[src/design/ctc_pkg.sv]
// Constants and types shared by the conversion timing controller
package ctc_pkg;

   // ********************************
   // Clock and oscillator rates
   // ********************************
   localparam int SYS_CLK_KHZ = 20000;
   localparam int OSC_KHZ_NORMAL = 1024;
   localparam int OSC_KHZ_DOUBLE = 2048;
   localparam int CLK_PERIOD_NS = 50;
   localparam logic [14:0] DIV_MODULUS = 15'(SYS_CLK_KHZ);
   // Half-cycle steps, so that half oscillator cycles can be counted
   localparam logic [14:0] DIV_STEP_NORMAL = 15'(2 * OSC_KHZ_NORMAL);
   localparam logic [14:0] DIV_STEP_DOUBLE = 15'(2 * OSC_KHZ_DOUBLE);

   // ********************************
   // Excitation settling time
   // ********************************
   localparam int EXC_SETTLE_NS = 200000;
   localparam int EXC_SETTLE_CYC = (EXC_SETTLE_NS + CLK_PERIOD_NS - 1) / CLK_PERIOD_NS;
   localparam logic [11:0] EXC_SETTLE_CNT = 12'(EXC_SETTLE_CYC);

   // ********************************
   // Conversion counts: start delays in half oscillator cycles, tables in whole cycles
   // ********************************
   localparam int CNT_W = 17;
   localparam logic [CNT_W-1:0] START_DLY_NORMAL = 17'h00039; // 28.5 cycles
   localparam logic [CNT_W-1:0] START_DLY_DOUBLE = 17'h000d2; // 105 cycles
   localparam int CONT_CYC [7] = '{51192, 22780, 11532, 5916, 3116, 1724, 1036};
   localparam int SINGLE_CYC_NORMAL [7] = '{51213, 22805, 11557, 5941, 3141, 1749, 1061};
   localparam int SINGLE_CYC_DOUBLE [7] = '{51217, 22809, 11561, 5945, 3145, 1753, 1065};
   localparam logic [2:0] RATE_MAX = 3'h6;

   // ********************************
   // Register map, byte addresses
   // ********************************
   localparam logic [7:0] ADDR_CTRL = 8'h00;
   localparam logic [7:0] ADDR_EXC = 8'h04;
   localparam logic [7:0] ADDR_CMD = 8'h08;
   localparam logic [7:0] ADDR_STATUS = 8'h0c;
   localparam logic [7:0] ADDR_RESULT = 8'h10;
   localparam logic [7:0] ADDR_INT_STAT = 8'h14;
   localparam logic [7:0] ADDR_INT_MASK = 8'h18;
   localparam int CMD_START_BIT = 0;
   localparam int CMD_SLEEP_BIT = 1;
   localparam int INT_DONE_BIT = 0;
   localparam int INT_SETTLED_BIT = 1;

   // ********************************
   // Types
   // ********************************
   typedef enum logic [1:0] {
      CTC_IDLE = 2'b00,
      CTC_DELAY = 2'b01,
      CTC_CONV = 2'b11,
      CTC_SLEEP = 2'b10
   } ctc_state_t;

   typedef struct packed {
      logic single_shot;
      logic double_speed;
      logic [2:0] rate;
   } ctc_ctrl_t;

   typedef struct packed {
      logic burnout_enable;
      logic [2:0] excitation2_route;
      logic [2:0] excitation1_route;
      logic [2:0] excitation_level;
   } ctc_exc_t;

   // Conversion period or single-shot time, in half cycles
   function automatic logic [CNT_W-1:0] ctc_conv_count(input ctc_ctrl_t c);
      int idx;
      int cyc;
      idx = (c.rate > RATE_MAX) ? int'(RATE_MAX) : int'(c.rate);
      if (!c.single_shot) begin
         cyc = CONT_CYC[idx];
      end else if (c.double_speed) begin
         cyc = SINGLE_CYC_DOUBLE[idx];
      end else begin
         cyc = SINGLE_CYC_NORMAL[idx];
      end
      return CNT_W'(2 * cyc);
   endfunction : ctc_conv_count

endpackage : ctc_pkg

[src/design/ctc_osc_div.sv]
// Fractional divider giving half-cycle enables of the conversion oscillator
module ctc_osc_div (
   // Clock and reset
   input wire logic ref_clk_in,
   input wire logic arst_n_in,
   // Mode
   input wire logic double_speed_in,
   // Enable
   output logic half_tick_out
);

   typedef struct packed {
      logic [14:0] acc;
      logic tick;
   } ctc_div_st_t;

   ctc_div_st_t r;
   ctc_div_st_t nxt;
   logic [14:0] sum;

   // ********************************
   // Phase accumulator
   // ********************************
   // Exact mean rate; the jitter of one system cycle is accepted
   always_comb begin
      nxt = r;
      sum = r.acc + (double_speed_in ? ctc_pkg::DIV_STEP_DOUBLE
                                     : ctc_pkg::DIV_STEP_NORMAL);
      nxt.tick = 1'b0;
      if (sum >= ctc_pkg::DIV_MODULUS) begin
         nxt.acc = sum - ctc_pkg::DIV_MODULUS;
         nxt.tick = 1'b1;
      end else begin
         nxt.acc = sum;
      end
   end

   always_ff @(posedge ref_clk_in or negedge arst_n_in) begin
      if (!arst_n_in) begin
         r <= '0;
      end else begin
         r <= nxt;
      end
   end

   assign half_tick_out = r.tick;

endmodule : ctc_osc_div

[src/design/ctc_timing.sv]
// Conversion timing and excitation control of the sigma-delta converter
// How it works
// - Continuous period runs from one done-strobe falling edge to the next.
// - Continuous start waits 28.5 or 105 oscillator cycles before the first period.
// - Single-shot time runs from command latch to done-strobe falling edge.
// - Continuous periods per rate: 51192 down to 1036 cycles, both speeds.
// - Single-shot times per rate and speed, from 51213/51217 down to 1061/1065.
// - Oscillator cycle is 1.024 MHz normal, 2.048 MHz double speed.
// - Filter follows the selected rate and settles within one conversion.
// - Data rate scales with oscillator rate since all timing is counted.
// - Command take-effect moment varies; host allows for that offset.
// - Three-bit level selects 10 to 1500 uA; zero disables the sources.
// - Each source has its own three-bit route; both may share a pin.
// - Sources count as unsettled for 200 us after a level change or a wake from sleep.
// - In single-shot, sources stay on between conversions; sleep powers them down.
// - Bias is on for nonzero level; current flows only with nonzero route.
// - Burn-out enable sources 10 uA into positive, sinks from negative input.
//
// The address map and strobed register access are this design's own decisions.
module ctc_timing (
   // Clock and reset
   input wire logic ref_clk_in,
   input wire logic arst_n_in,
   // Register port
   input wire logic [7:0] reg_addr_in,
   input wire logic [31:0] reg_wdata_in,
   input wire logic reg_wr_in,
   input wire logic reg_rd_in,
   output logic [31:0] reg_rdata_out,
   // Filter side
   input wire logic [23:0] filter_result_in,
   output logic [2:0] filter_rate_out,
   output logic filter_restart_out,
   // Conversion status
   output logic conversion_done_n_out,
   output logic irq_out,
   // Excitation and burn-out sources
   output logic excitation_bias_en_out,
   output logic [2:0] excitation_level_out,
   output logic [2:0] excitation1_route_out,
   output logic [2:0] excitation2_route_out,
   output logic excitation_valid_out,
   output logic burnout_source_en_out,
   output logic burnout_sink_en_out
);

   typedef struct packed {
      ctc_pkg::ctc_state_t state;
      ctc_pkg::ctc_ctrl_t ctrl;
      ctc_pkg::ctc_exc_t exc;
      logic [ctc_pkg::CNT_W-1:0] cnt;
      logic [11:0] settle_cnt;
      logic settled;
      logic done_n;
      logic [23:0] result;
      logic [1:0] int_stat;
      logic [1:0] int_mask;
      logic irq;
      logic [31:0] rdata;
      logic restart;
      logic bias_en;
      logic [2:0] level_o;
      logic [2:0] route1_o;
      logic [2:0] route2_o;
      logic burnout_o;
   } ctc_st_t;

   ctc_st_t r;
   ctc_st_t nxt;
   logic half_tick;
   logic start_cmd;
   logic sleep_cmd;
   logic last_tick;
   logic complete;
   logic [1:0] int_set;
   logic [1:0] int_clr;
   logic powered;

   // ********************************
   // Oscillator enable
   // ********************************
   ctc_osc_div u_div (
      .ref_clk_in(ref_clk_in),
      .arst_n_in(arst_n_in),
      .double_speed_in(r.ctrl.double_speed),
      .half_tick_out(half_tick)
   );

   // ********************************
   // Command decode
   // ********************************
   // A register write is the latch moment; any link delay before it is the host's to budget
   assign start_cmd = reg_wr_in && (reg_addr_in == ctc_pkg::ADDR_CMD)
                      && reg_wdata_in[ctc_pkg::CMD_START_BIT];
   // Sleep wins when both bits are written together
   assign sleep_cmd = reg_wr_in && (reg_addr_in == ctc_pkg::ADDR_CMD)
                      && reg_wdata_in[ctc_pkg::CMD_SLEEP_BIT];
   assign last_tick = half_tick && (r.cnt == ctc_pkg::CNT_W'(1));

   // ********************************
   // Next state
   // ********************************
   always_comb begin
      nxt = r;
      nxt.restart = 1'b0;
      complete = 1'b0;
      int_set = '0;
      int_clr = '0;

      // Register writes
      if (reg_wr_in) begin
         unique case (reg_addr_in)
            ctc_pkg::ADDR_CTRL: begin
               nxt.ctrl = reg_wdata_in[4:0];
            end
            ctc_pkg::ADDR_EXC: begin
               nxt.exc = reg_wdata_in[9:0];
               // Only a level change restarts the settle wait, so routes written later keep it
               if (reg_wdata_in[2:0] != r.exc.excitation_level) begin
                  nxt.settled = 1'b0;
                  nxt.settle_cnt = ctc_pkg::EXC_SETTLE_CNT;
               end
            end
            ctc_pkg::ADDR_INT_STAT: begin
               int_clr = reg_wdata_in[1:0];
            end
            ctc_pkg::ADDR_INT_MASK: begin
               nxt.int_mask = reg_wdata_in[1:0];
            end
            default: begin
            end
         endcase
      end

      // Conversion sequencer
      unique case (r.state)
         ctc_pkg::CTC_IDLE, ctc_pkg::CTC_SLEEP: begin
            if (r.state == ctc_pkg::CTC_SLEEP && start_cmd && !sleep_cmd) begin
               // Waking powers the sources again, so they settle afresh
               nxt.settled = 1'b0;
               nxt.settle_cnt = ctc_pkg::EXC_SETTLE_CNT;
            end
         end
         ctc_pkg::CTC_DELAY: begin
            if (half_tick) begin
               nxt.cnt = r.cnt - ctc_pkg::CNT_W'(1);
               if (last_tick) begin
                  nxt.state = ctc_pkg::CTC_CONV;
                  nxt.cnt = ctc_pkg::ctc_conv_count(r.ctrl);
                  nxt.restart = 1'b1;
               end
            end
         end
         ctc_pkg::CTC_CONV: begin
            if (half_tick) begin
               nxt.cnt = r.cnt - ctc_pkg::CNT_W'(1);
               // Raise the strobe one half cycle early so every result gives a fresh fall
               if (r.cnt == ctc_pkg::CNT_W'(2)) begin
                  nxt.done_n = 1'b1;
               end
               if (last_tick) begin
                  complete = 1'b1;
                  if (r.ctrl.single_shot) begin
                     nxt.state = ctc_pkg::CTC_IDLE;
                  end else begin
                     // Period measured fall to fall: reload on the very tick of the fall
                     nxt.cnt = ctc_pkg::ctc_conv_count(r.ctrl);
                     nxt.restart = 1'b1;
                  end
               end
            end
         end
      endcase

      if (complete) begin
         nxt.done_n = 1'b0;
         nxt.result = filter_result_in;
         int_set[ctc_pkg::INT_DONE_BIT] = 1'b1;
      end

      // Start command, any state; restarts a running conversion
      if (start_cmd && !sleep_cmd) begin
         nxt.done_n = 1'b1;
         if (ctc_pkg::ctc_conv_count(r.ctrl) != '0 && r.ctrl.single_shot) begin
            nxt.state = ctc_pkg::CTC_CONV;
            nxt.cnt = ctc_pkg::ctc_conv_count(r.ctrl);
            nxt.restart = 1'b1;
         end else begin
            nxt.state = ctc_pkg::CTC_DELAY;
            nxt.cnt = r.ctrl.double_speed ? ctc_pkg::START_DLY_DOUBLE
                                          : ctc_pkg::START_DLY_NORMAL;
         end
      end
      if (sleep_cmd) begin
         nxt.state = ctc_pkg::CTC_SLEEP;
      end

      // Register reads, answer in the next cycle
      nxt.rdata = '0;
      if (reg_rd_in) begin
         unique case (reg_addr_in)
            ctc_pkg::ADDR_CTRL: nxt.rdata = {27'h0000000, r.ctrl};
            ctc_pkg::ADDR_EXC: nxt.rdata = {22'h000000, r.exc};
            ctc_pkg::ADDR_STATUS: begin
               nxt.rdata = {26'h0000000, r.bias_en, r.settled, r.done_n,
                            (r.state == ctc_pkg::CTC_SLEEP), r.state};
            end
            ctc_pkg::ADDR_RESULT: begin
               nxt.rdata = {8'h00, r.result};
               // Reading the result releases the strobe unless a new one lands now
               if (!complete) begin
                  nxt.done_n = 1'b1;
               end
            end
            ctc_pkg::ADDR_INT_STAT: nxt.rdata = {30'h00000000, r.int_stat};
            ctc_pkg::ADDR_INT_MASK: nxt.rdata = {30'h00000000, r.int_mask};
            default: nxt.rdata = '0;
         endcase
      end

      // Excitation settle timer
      powered = (nxt.state != ctc_pkg::CTC_SLEEP)
                && (nxt.exc.excitation_level != 3'h0);
      if (!powered) begin
         nxt.settled = 1'b0;
         nxt.settle_cnt = ctc_pkg::EXC_SETTLE_CNT;
      end else if (!nxt.settled) begin
         if (r.settle_cnt == 12'h001 && nxt.settle_cnt == r.settle_cnt) begin
            nxt.settled = 1'b1;
            int_set[ctc_pkg::INT_SETTLED_BIT] = 1'b1;
         end else if (nxt.settle_cnt == r.settle_cnt) begin
            nxt.settle_cnt = r.settle_cnt - 12'h001;
         end
      end

      // Sticky interrupt status, a new event beats a clear
      nxt.int_stat = (r.int_stat & ~int_clr) | int_set;
      nxt.irq = |(nxt.int_stat & nxt.int_mask);

      // Excitation outputs
      nxt.bias_en = powered;
      nxt.level_o = powered ? nxt.exc.excitation_level : 3'h0;
      // Current flows only while routed; both routes may name one pin
      nxt.route1_o = powered ? nxt.exc.excitation1_route : 3'h0;
      nxt.route2_o = powered ? nxt.exc.excitation2_route : 3'h0;
      nxt.burnout_o = nxt.exc.burnout_enable
                      && (nxt.state != ctc_pkg::CTC_SLEEP);
   end

   // ********************************
   // State register
   // ********************************
   always_ff @(posedge ref_clk_in or negedge arst_n_in) begin
      if (!arst_n_in) begin
         r <= '0;
         r.state <= ctc_pkg::CTC_IDLE;
         r.done_n <= 1'b1;
         r.settle_cnt <= ctc_pkg::EXC_SETTLE_CNT;
      end else begin
         r <= nxt;
      end
   end

   // ********************************
   // Outputs, all from flops
   // ********************************
   assign reg_rdata_out = r.rdata;
   assign filter_rate_out = r.ctrl.rate;
   assign filter_restart_out = r.restart;
   assign conversion_done_n_out = r.done_n;
   assign irq_out = r.irq;
   assign excitation_bias_en_out = r.bias_en;
   assign excitation_level_out = r.level_o;
   assign excitation1_route_out = r.route1_o;
   assign excitation2_route_out = r.route2_o;
   assign excitation_valid_out = r.settled;
   // Both burn-out sources switch together so the pair stays matched
   assign burnout_source_en_out = r.burnout_o;
   assign burnout_sink_en_out = r.burnout_o;

endmodule : ctc_timing

[config.mk]
export PLATFORM = sky130hd
export DESIGN_NAME = ctc_timing
export DESIGN_NICKNAME = d
export VERILOG_FILES = /design/src/design/ctc_pkg.sv /design/src/design/ctc_osc_div.sv /design/src/design/ctc_timing.sv
export SDC_FILE = /design/constraint.sdc
export NUM_CORES = 1
export LEC_CHECK = 0
export ABC_AREA = 1
export BUFFER_PORTS_ARGS = -buffer_cell sky130_fd_sc_hd__buf_2
export CELL_PAD_IN_SITES_DETAIL_PLACEMENT = 2
export CELL_PAD_IN_SITES_GLOBAL_PLACEMENT = 2
export CORE_MARGIN = 3
export CORE_UTILIZATION = 30
export DETAILED_ROUTE_END_ITERATION = 7
export GPL_TIMING_DRIVEN = 0
export HOLD_SLACK_MARGIN = 0.12
export MAX_ROUTING_LAYER = met4
export PLACE_DENSITY = 0.74
export SYNTH_ARGS = -nofsm -noshare
export SYNTH_HDL_FRONTEND = slang
export SYNTH_SLANG_ARGS = --single-unit
export TNS_END_PERCENT = 20
[constraint.sdc]
create_clock -name ref_clk_in -period 3.16 [get_ports ref_clk_in]
set_input_delay 0.158 -clock ref_clk_in [delete_from_list [all_inputs] [get_ports ref_clk_in]]
set_output_delay 0.158 -clock ref_clk_in [all_outputs]
set_load 0.01 [all_outputs]
* Word level (Yosys, flattened, before mapping)
Memories as Yosys holds them, arrays and structs flattened.
Index checks and enable logic that the tools add are counted.
** Storage, ports and cells
- Bits in registers :: 137
- Latch bits :: 0
- RAM bits :: 0
- Bits in read-only memories :: 768
- Bits of input ports :: 68
- Output and inout bits :: 51
- Word-level logic and storage cells :: 150
- Memories kept :: 3
** Operators by class
- Add/subtract/negate cells :: 4
- $mul :: 0
- Divide/modulo/power cells :: 0
- Order comparisons :: 3
- Equal/unequal tests :: 17
- Shifts and indexed selects :: 0
- Muxes and demuxes :: 72
- Bitwise operators :: 5
- Reduce and logical (&&, ||, !) cells :: 21
** Memories
- (no name shown) :: depth 8, width 32, read ports 1, clocked after memory_dff 0, wr ports 0, RTL line ctc_pkg.sv:82 : cyc = SINGLE_CYC_NORMAL[idx];
- (no name shown) :: depth 8, width 32, read ports 1, clocked after memory_dff 0, wr ports 0, RTL line ctc_pkg.sv:80 : cyc = SINGLE_CYC_DOUBLE[idx];
- (no name shown) :: depth 8, width 32, read ports 1, clocked after memory_dff 0, wr ports 0, RTL line ctc_pkg.sv:78 : cyc = CONT_CYC[idx];
** Operators by type and width (count)
- two-way mux 16 bit :: 9
- case mux 24 bit (6 select lines) :: 1
- two-way mux 17 bit :: 7
- two-way mux 13 bit :: 8
- case mux 17 bit (2 select lines) :: 1
- >= comparator 32 x 4 -> 1 bit (second input constant) :: 1
- NOT 3 -> 32 bit :: 1
- two-way mux 25 bit :: 1
- == test 8 x 5 -> 1 bit (second input constant) :: 3
- two-way mux 12 bit :: 2
- two-way mux 2 bit :: 12
- two-way mux 24 bit :: 1
- two-way mux 1 bit :: 20
- two-way mux 10 bit :: 2
- == test 17 x 1 -> 1 bit (second input constant) :: 1
- == test 17 x 2 -> 1 bit (second input constant) :: 1
- nonzero test 17 bit :: 1
- subtractor 17 x 1 -> 17 bit (second input constant) :: 1
- == test 8 x 4 -> 1 bit (second input constant) :: 2
- adder 15 bit :: 1
- >= comparator 15 bit (second input constant) :: 1
- two-way mux 15 bit :: 1
- subtractor 15 bit (second input constant) :: 1
- == test 12 x 1 -> 1 bit (second input constant) :: 1
- other kinds (24) :: 42

* Longest topological paths before layout
Gate-level depths: netlist (run 1).
- Depth after elaboration :: 20
- Gate-level depth with buffers :: 14
- Depth with buffers taken out :: 14

* By module
A second synthesis (run 1) with hierarchy kept.
** Second synthesis, totals
- Cells, all modules :: 872
- Area, all modules :: 7076.8 sq um
** Modules (own cells, without submodules)
- ctc_timing :: times used 1, cells each 780, area an instance 6326.1 sq um, sequential area each 2836.5 sq um
- ctc_osc_div :: times used 1, cells each 92, area an instance 750.7 sq um, sequential area each 275.3 sq um

* Least setup slack after synthesis (run 1)
OpenSTA, ideal clock, no wires.
- Path type :: register to register
- From :: register r[117] (netlist name)
- To :: register u_div.r[12] (netlist name)
- Library setup time :: 125 ps
- Arrival time :: 2059 ps
- Required time :: 3035 ps
- Path slack :: 975 ps
- Cell stages (with the launch flop) :: 12
- Path buffers :: 0
- Period minus slack after synthesis :: 2185 ps
- Cells stage by stage :: dfrtp_1 > inv_1 > ha_1 > fa_1 > xor2_1 > nor2_1 > nand2_1 > nand2_1 > inv_1 > nand2_1 > nor2_1 > xor2_1
** RTL lines
- start: declaration :: RTL line ctc_timing.sv:68 : ctc_st_t r;
- start signal: assignment :: RTL line ctc_timing.sv:260 : r <= nxt;
- end signal: assignment :: RTL line ctc_osc_div.sv:42 : r <= nxt;
- end: declaration :: RTL line ctc_osc_div.sv:17 : ctc_div_st_t r;

==> results of run 1 <==
-- how the worst max path moves through the flow --
| stage | startpoint | endpoint | slack [ps] | cells after the start |
|---|---|---|---|---|
| detailed placement | r[117] | u_div.r[12] | 390 | 11 |
| global route | r[117] | u_div.r[12] | 40 | 11 |
| global placement | arst_n_in | r[97] | 90 | 1 |
| finish | r[117] | u_div.r[12] | 340 | 11 |
| floorplan | r[117] | u_div.r[12] | 980 | 11 |
| CTS | r[117] | u_div.r[12] | 310 | 11 |
-- metal layers --
metal	share of wire (%)	global-route usage (%)	vias to the layer above
li1	-	-	3030
met1	45	25.9	3159
met2	51	35.7	90
met3	2.2	3.34	30
met4	1.4	4.92	0
met5	0	-	-
-- worst register-to-register path, stage by stage, from the launching register on --
cell	delay (ps)
dfrtp_1	570
inv_1	240
ha_1	280
fa_1	440
xor2_1	250
nor2_1	100
nand2_1	80
nand2_1	140
inv_1	180
nand2_1	130
nor2_1	160
xor2_1	170
-- power groups by stage --
stage,combinational (mW),sequential (mW),clock [mW]
detailed placement,1.25,2.08,0
global placement,1.19,2.07,0
CTS,1.31,2.05,2.12
floorplan,0.902,2.01,0
global route,1.50,2.09,2.20
finish,1.30,2.05,2.07
-- logic make-up after synthesis --
kind of cell / after synthesis
buffers and inverters: 171
flip-flops: 124
XOR/XNOR: 30
other: 1
AND/OR/NAND/NOR: 409
AO/OA/AOI/OAI: 122
adder cells (fa/ha/maj): 16
-- through the flow --
stage | power (mW) | util (%) | hold WS, ps | area (µm²) | cells
2_1_floorplan | 2.91 | - | -138 | 6970 | 880
3_3_place_gp | 3.26 | 34.2 | 368 | 7770 | 1253
3_5_place_dp | 3.32 | 34.4 | 177 | 7800 | 1254
4_1_cts | 5.49 | 38.7 | 153 | 8780 | 1323
5_1_grt | 5.79 | 38.7 | 182 | 8780 | 1323
6_report | 5.42 | 38.7 | 154 | 8780 | 1323
-- state kept, by name, indices dropped and copies added, names as in the netlist --
signal / flops
u_div.half_tick_out: 1
excitation2_route_out: 3
excitation_level_out: 3
r: 71
irq_out: 1
excitation_bias_en_out: 1
filter_restart_out: 1
conversion_done_n_out: 1
excitation_valid_out: 1
reg_rdata_out: 24
burnout_sink_en_out: 1
excitation1_route_out: 3
filter_rate_out: 3
u_div.r: 10
-- cells in the mapped netlist (2+ instances only) --
library cell / instances
ha_1: 15
buf_4: 48
dfstp_2: 7
a211oi_1: 2
dfrtp_1: 117
xor2_1: 20
nand2_1: 198
nand3b_1: 2
a41oi_1: 2
or2_2: 4
nand4_1: 9
o22ai_1: 4
o21ai_1: 4
buf_2: 4
clkbuf_1: 8
a22o_1: 2
o2111ai_1: 2
inv_2: 8
o21ai_0: 60
a21oi_1: 32
nor2_2: 14
nand3_1: 50
nand2_2: 5
nand3_2: 4
nor2_1: 93
a31oi_1: 4
nor2_4: 7
xnor2_1: 10
nor3_1: 15
inv_1: 101
nand2_4: 3
o211ai_1: 2
-- cells in the final DEF (no fill, tap or decap), drive strengths merged, types with 2 or more instances in the layout --
cell type | netlist | routed
a211oi | 2 | 2
dfstp | 7 | 7
xor2 | 20 | 20
o2111ai | 2 | 2
nand3b | 2 | 2
xnor2 | 10 | 10
dlygate4sd3 | 0 | 37
o21ai | 64 | 64
or2 | 4 | 4
nor3 | 16 | 16
conb | 1 | 8
a31oi | 4 | 4
a41oi | 2 | 2
nor2 | 115 | 115
clkbuf | 8 | 26
o211ai | 2 | 2
clkinv | 1 | 3
dfrtp | 117 | 117
ha | 15 | 15
nand3 | 54 | 54
a22o | 2 | 2
o22ai | 4 | 4
buf | 53 | 142
bufinv | 0 | 2
a21oi | 32 | 32
nand2 | 206 | 206
inv | 109 | 118
nand4 | 10 | 10
-- final cells by class --
type,instances,area share [%]
multi-input combinational,585,34.4
buffer,61,4.84
timing repair buffer,126,9.61
sequential,124,35.4
tap,285,4.06
clock buffer,18,5.00
clock inverter,14,1.98
inverter,110,4.70
-- what timing repair did --
action	4_1_cts	5_1_grt
setup buffers	0	0
endpoints found under the hold margin	104	0
gates resized for setup	0	0
hold buffers	37	0
==> results.toml, run 1 <==
[layout]
drive_gt1_share_pct = 22.1
synthToLayoutAreaGrowth_pct = 26.5
seq_area_mm2 = 0.00311
multi_input_area_mm2 = 0.00302
nets = 1109
diodes = 0
num-fill-cells = 2656

[logic_synthesis]
netlist.area_leader.share_pct = 42.2
syn_area_mm2 = 0.00694
synth_ff_type = "dfrtp_1"
synth_fa_ha_area_share_pct = 2.99
synth-seq-area-share_pct = 44.8
yosys.area.top_type = "dfrtp_1"
avgSynthCellArea_um2 = 7.95
synth_edf_count = 0
ys_warn_count = 0
synthXorXnorAreaFrac_pct = 3.78
synthCells = 873
synth_top_family_by_area = "simple AND/OR/NAND/NOR gates"
synth-simple-area-share_pct = 26.5
ys_seq_elements = 124
synthMuxAreaShare_pct = 0
ys_types = 49
async_reset_ff_share_pct = 100
synth_compound_area_share_pct = 9.78
ys_top_cells_by_area = "dfrtp_1 42%, nand2_1 11%, inv_1 5.5%"

[critical_path]
crit_path_cell_trace = "inv_1 > ha_1 > fa_1 > xor2_1 > nor2_1 > nand2_1 > nand2_1 > inv_1 > nand2_1 > nor2_1 > xor2_1"
critical_path_class = "flop to flop"
critPathMaxFanout = 8
max_stage_delay_ps = 570
start_kind = "flop"
r2r_cells = 11
cp.required_ps = 3510
cp_top_family = "adder cells"
worstPathArrival_ps = 3170
r2r-end = "u_div.r[12]"
cp_slowest_cell = "dfrtp_1"
cpMostUsedCell = "nand2_1"
path_buf_inv = 2
crit_path_end_kind = "flop"
rr_startpoint = "r[117]"
r2r_slack_ps = 340

[grt]
grt_max_degree = 69
grt_pass1_vias = 7124
grt_pass1_wl_um = 39100
overflow = 0
antenna_found_initial = 0
gr-usage-all-layers_pct = 20.8

[die]
core_area_mm2 = 0.0227
die_area_mm2 = 0.0250
die_h_um = 158
start_util_pct = 30.6
pin_count = 119
die_x_um = 158
std_cell_rows = 55

[sta]
setup_slack_ps = 335
finalHoldViolations = 0
fmax_mhz = 354
tightest_slew_ps = 619
slew_viol_final = 0
finClkSkew_ps = 12.1
period_share_pct = 89.4
setup_viol = 0
tns_ps = 0
rsz0062_at_grt = "no"
period_minus_slack_ps = 2820
relSlewSlack_pct = 58.8

[route]
first_pass_iters = 5
route.detailed.drc = 0
wirelength_um = 23800
ant_nets = 0
num_vias = 6309
avgRoutedWirePerCell_um = 18.0
via_per_inst = 4.77
drt_iter0_markers = 285

[power_and_ir_drop]
irDropWorstVdd_uv = 316
sequentialPowerShare_pct = 37.9
leakagePower_nw = 4.53
p_int_mw = 3.55
power_switching_mw = 1.87
clock_power_share_pct = 38.3
p_comb_share_pct = 23.9
power_density_mw_per_mm2 = 617
swShare_pct = 34.5

[cts]
clk_pin_slew_ps = 60
htreeDepth = 4
cts_buffer_depth = 2
clk_latency_ps = 430
cts_buffers = 17
root_buffer = "clkbuf_16"
cts.sinks = 124
tritoncts = "yes"

[status]
outcome = "finished clean"

[worst_hold_path]
whs_endpoint = "filter_rate_out[1]"
min-delay-start = "reg_wdata_in[1]"
min_path_type = "input pin to flop"
hold_depth = 3

[placed_design]
hpwl_um = 17000
numPortBuffers = 88
finalWeightedCongestion = 0.878
post-place-ws_ps = 393

[job]
drv_cap = 0
(Power assumes the default switching activity.)
==> run 2: changes to the inputs <==
--- a/config.mk
+++ b/config.mk
@@ -12,7 +12,6 @@
 export CORE_MARGIN = 3
 export CORE_UTILIZATION = 30
 export DETAILED_ROUTE_END_ITERATION = 7
-export GPL_TIMING_DRIVEN = 0
 export HOLD_SLACK_MARGIN = 0.12
 export MAX_ROUTING_LAYER = met4
 export PLACE_DENSITY = 0.74
==> results.toml, run 2 (synthesized netlist as in run 1, its figures left out) <==
[status]
outcome = "finished clean"

[worst_hold_path]
whs_endpoint = "r[46]"
hold_depth = 3
min_path_type = "input pin to flop"
min-delay-start = "reg_wdata_in[1]"

[critical_path]
r2r_slack_ps = 310
cp_slowest_cell = "dfrtp_1"
path_buf_inv = 2
crit_path_end_kind = "flop"
start_kind = "flop"
rr_startpoint = "r[117]"
max_stage_delay_ps = 560
cpMostUsedCell = "nand2_1"
cp.required_ps = 3510
r2r-end = "u_div.r[12]"
critical_path_class = "flop to flop"
critPathMaxFanout = 8
r2r_cells = 11
cp_top_family = "adder cells"
worstPathArrival_ps = 3190
crit_path_cell_trace = "inv_1 > ha_1 > fa_1 > xor2_1 > nor2_1 > nand2_1 > nand2_1 > inv_1 > nand2_1 > nor2_1 > xor2_1"

[route]
first_pass_iters = 4
drt_iter0_markers = 366
avgRoutedWirePerCell_um = 19.3
via_per_inst = 4.86
wirelength_um = 24400
ant_nets = 0
route.detailed.drc = 0
num_vias = 6150

[layout]
drive_gt1_share_pct = 18.3
layout_common_cells = "198 x nand2_1, 117 x dfrtp_1, 101 x inv_1"
final_area_mm2 = 0.00837
top_register = "r"
nets = 1051
largest_reg_flops = 71
synthToLayoutAreaGrowth_pct = 20.6
final_common_cell = "nand2_1"
num-fill-cells = 2615
layoutNonFillerInstCount = 1265

[sta]
rsz0062_at_grt = "no"
finalHoldViolations = 0
period_minus_slack_ps = 2850
relSlewSlack_pct = 50.3
finClkSkew_ps = 14.3
tightest_slew_ps = 746
slew_viol_final = 0
setup_viol = 0
fmax_mhz = 351
setup_slack_ps = 315
tns_ps = 0
period_share_pct = 90.0

[grt]
grt_pass1_vias = 6892
gr-usage-all-layers_pct = 21.1
grt_pass1_wl_um = 39300
antenna_found_initial = 1
grt_max_degree = 78
overflow = 0

[placed_design]
hpwl_um = 16900
finalWeightedCongestion = 0.865
place_area_mm2 = 0.00740
post-place-ws_ps = 493
dp_cells = 1197
numPortBuffers = 88

[cts]
root_buffer = "clkbuf_16"
cts.sinks = 124
clk_latency_ps = 430
cts_buffers = 17
htreeDepth = 4
tritoncts = "yes"
clk_pin_slew_ps = 60
cts_buffer_depth = 2

[die]
die_h_um = 158
std_cell_rows = 55
die_x_um = 158
pin_count = 119
core_area_mm2 = 0.0227
start_util_pct = 30.6
die_area_mm2 = 0.0250

[power_and_ir_drop]
power_density_mw_per_mm2 = 649
irDropWorstVdd_uv = 353
leakagePower_nw = 4.24

[job]
drv_cap = 0
==> run 2: cell count changes in the layout (fill, tap and decap cells not counted), sizes merged <==
cell,delta
clkinvlp,+2
bufinv,+1
diode,+1
inv,-4
buf,-49
dlygate4sd3,-1
clkbuf,-9
clkinv,+1
==> run 2: how the worst max path moves through the flow <==
| stage | cells after the start | startpoint | slack, ps | end |
|---|---|---|---|---|
| 6_report | 11 | r[117] | 310 | u_div.r[12] |
| 5_1_grt | 11 | r[117] | 100 | u_div.r[12] |
| 4_1_cts | 11 | r[117] | 310 | u_div.r[12] |
| 3_5_place_dp | 11 | r[117] | 490 | u_div.r[12] |
| 3_3_place_gp | 11 | r[117] | 600 | u_div.r[12] |
| 2_1_floorplan | 11 | r[117] | 980 | u_div.r[12] |
==> run 2: timing repair <==
| action | 4_1_cts | 5_1_grt |
|---|---|---|
| hold buffers | 36 | 0 |
| setup endpoints to repair | 0 | 0 |
| gates resized for setup | 0 | 0 |
| endpoints found under the hold margin | 114 | 0 |
| buffers inserted | 0 | 0 |
==> run 2: per-stage QoR <==
step	util, %	hold slack [ps]	power, mW
after detailed placement	32.6	272	3.29
after global placement	32.6	257	3.23
after floorplan	-	-138	2.91
final	36.9	137	5.43
after CTS	36.9	143	5.47
after global routing	36.9	158	5.76
==> run 2: power breakdown <==
group / switching, mW / internal [mW]
clock network: 0.822 / 1.25
registers: 0.222 / 1.84
logic: 0.824 / 0.472
total: 1.87 / 3.56
==> run 2: routing by layer <==
metal / wire length, µm / global-route usage, % / part of all wire (%) / vias to the layer above
li1: - / - / - / 2924
met1: 10900 / 26.3 / 45 / 3103
met2: 12500 / 35.9 / 51 / 94
met3: 515 / 2.84 / 2.1 / 29
met4: 402 / 5.82 / 1.7 / 0
met5: 0 / - / 0 / -
==> run 2: layout make-up <==
cell class	instances	area (µm²)	share of cell area (%)
antenna	1	2.50	0.0299
clock buffer	17	425	5.08
clock inverter	14	185	2.21
inverter	110	413	4.93
multi-input combinational	585	3020	36.1
sequential	124	3110	37.2
tap	285	357	4.26
timing repair buffer	129	857	10.2
==> run 2: worst min-delay path, delay by kind of cell <==
family,cells,cell delay (ps)
buffers and inverters,1,160
AND/OR/NAND/NOR,2,190
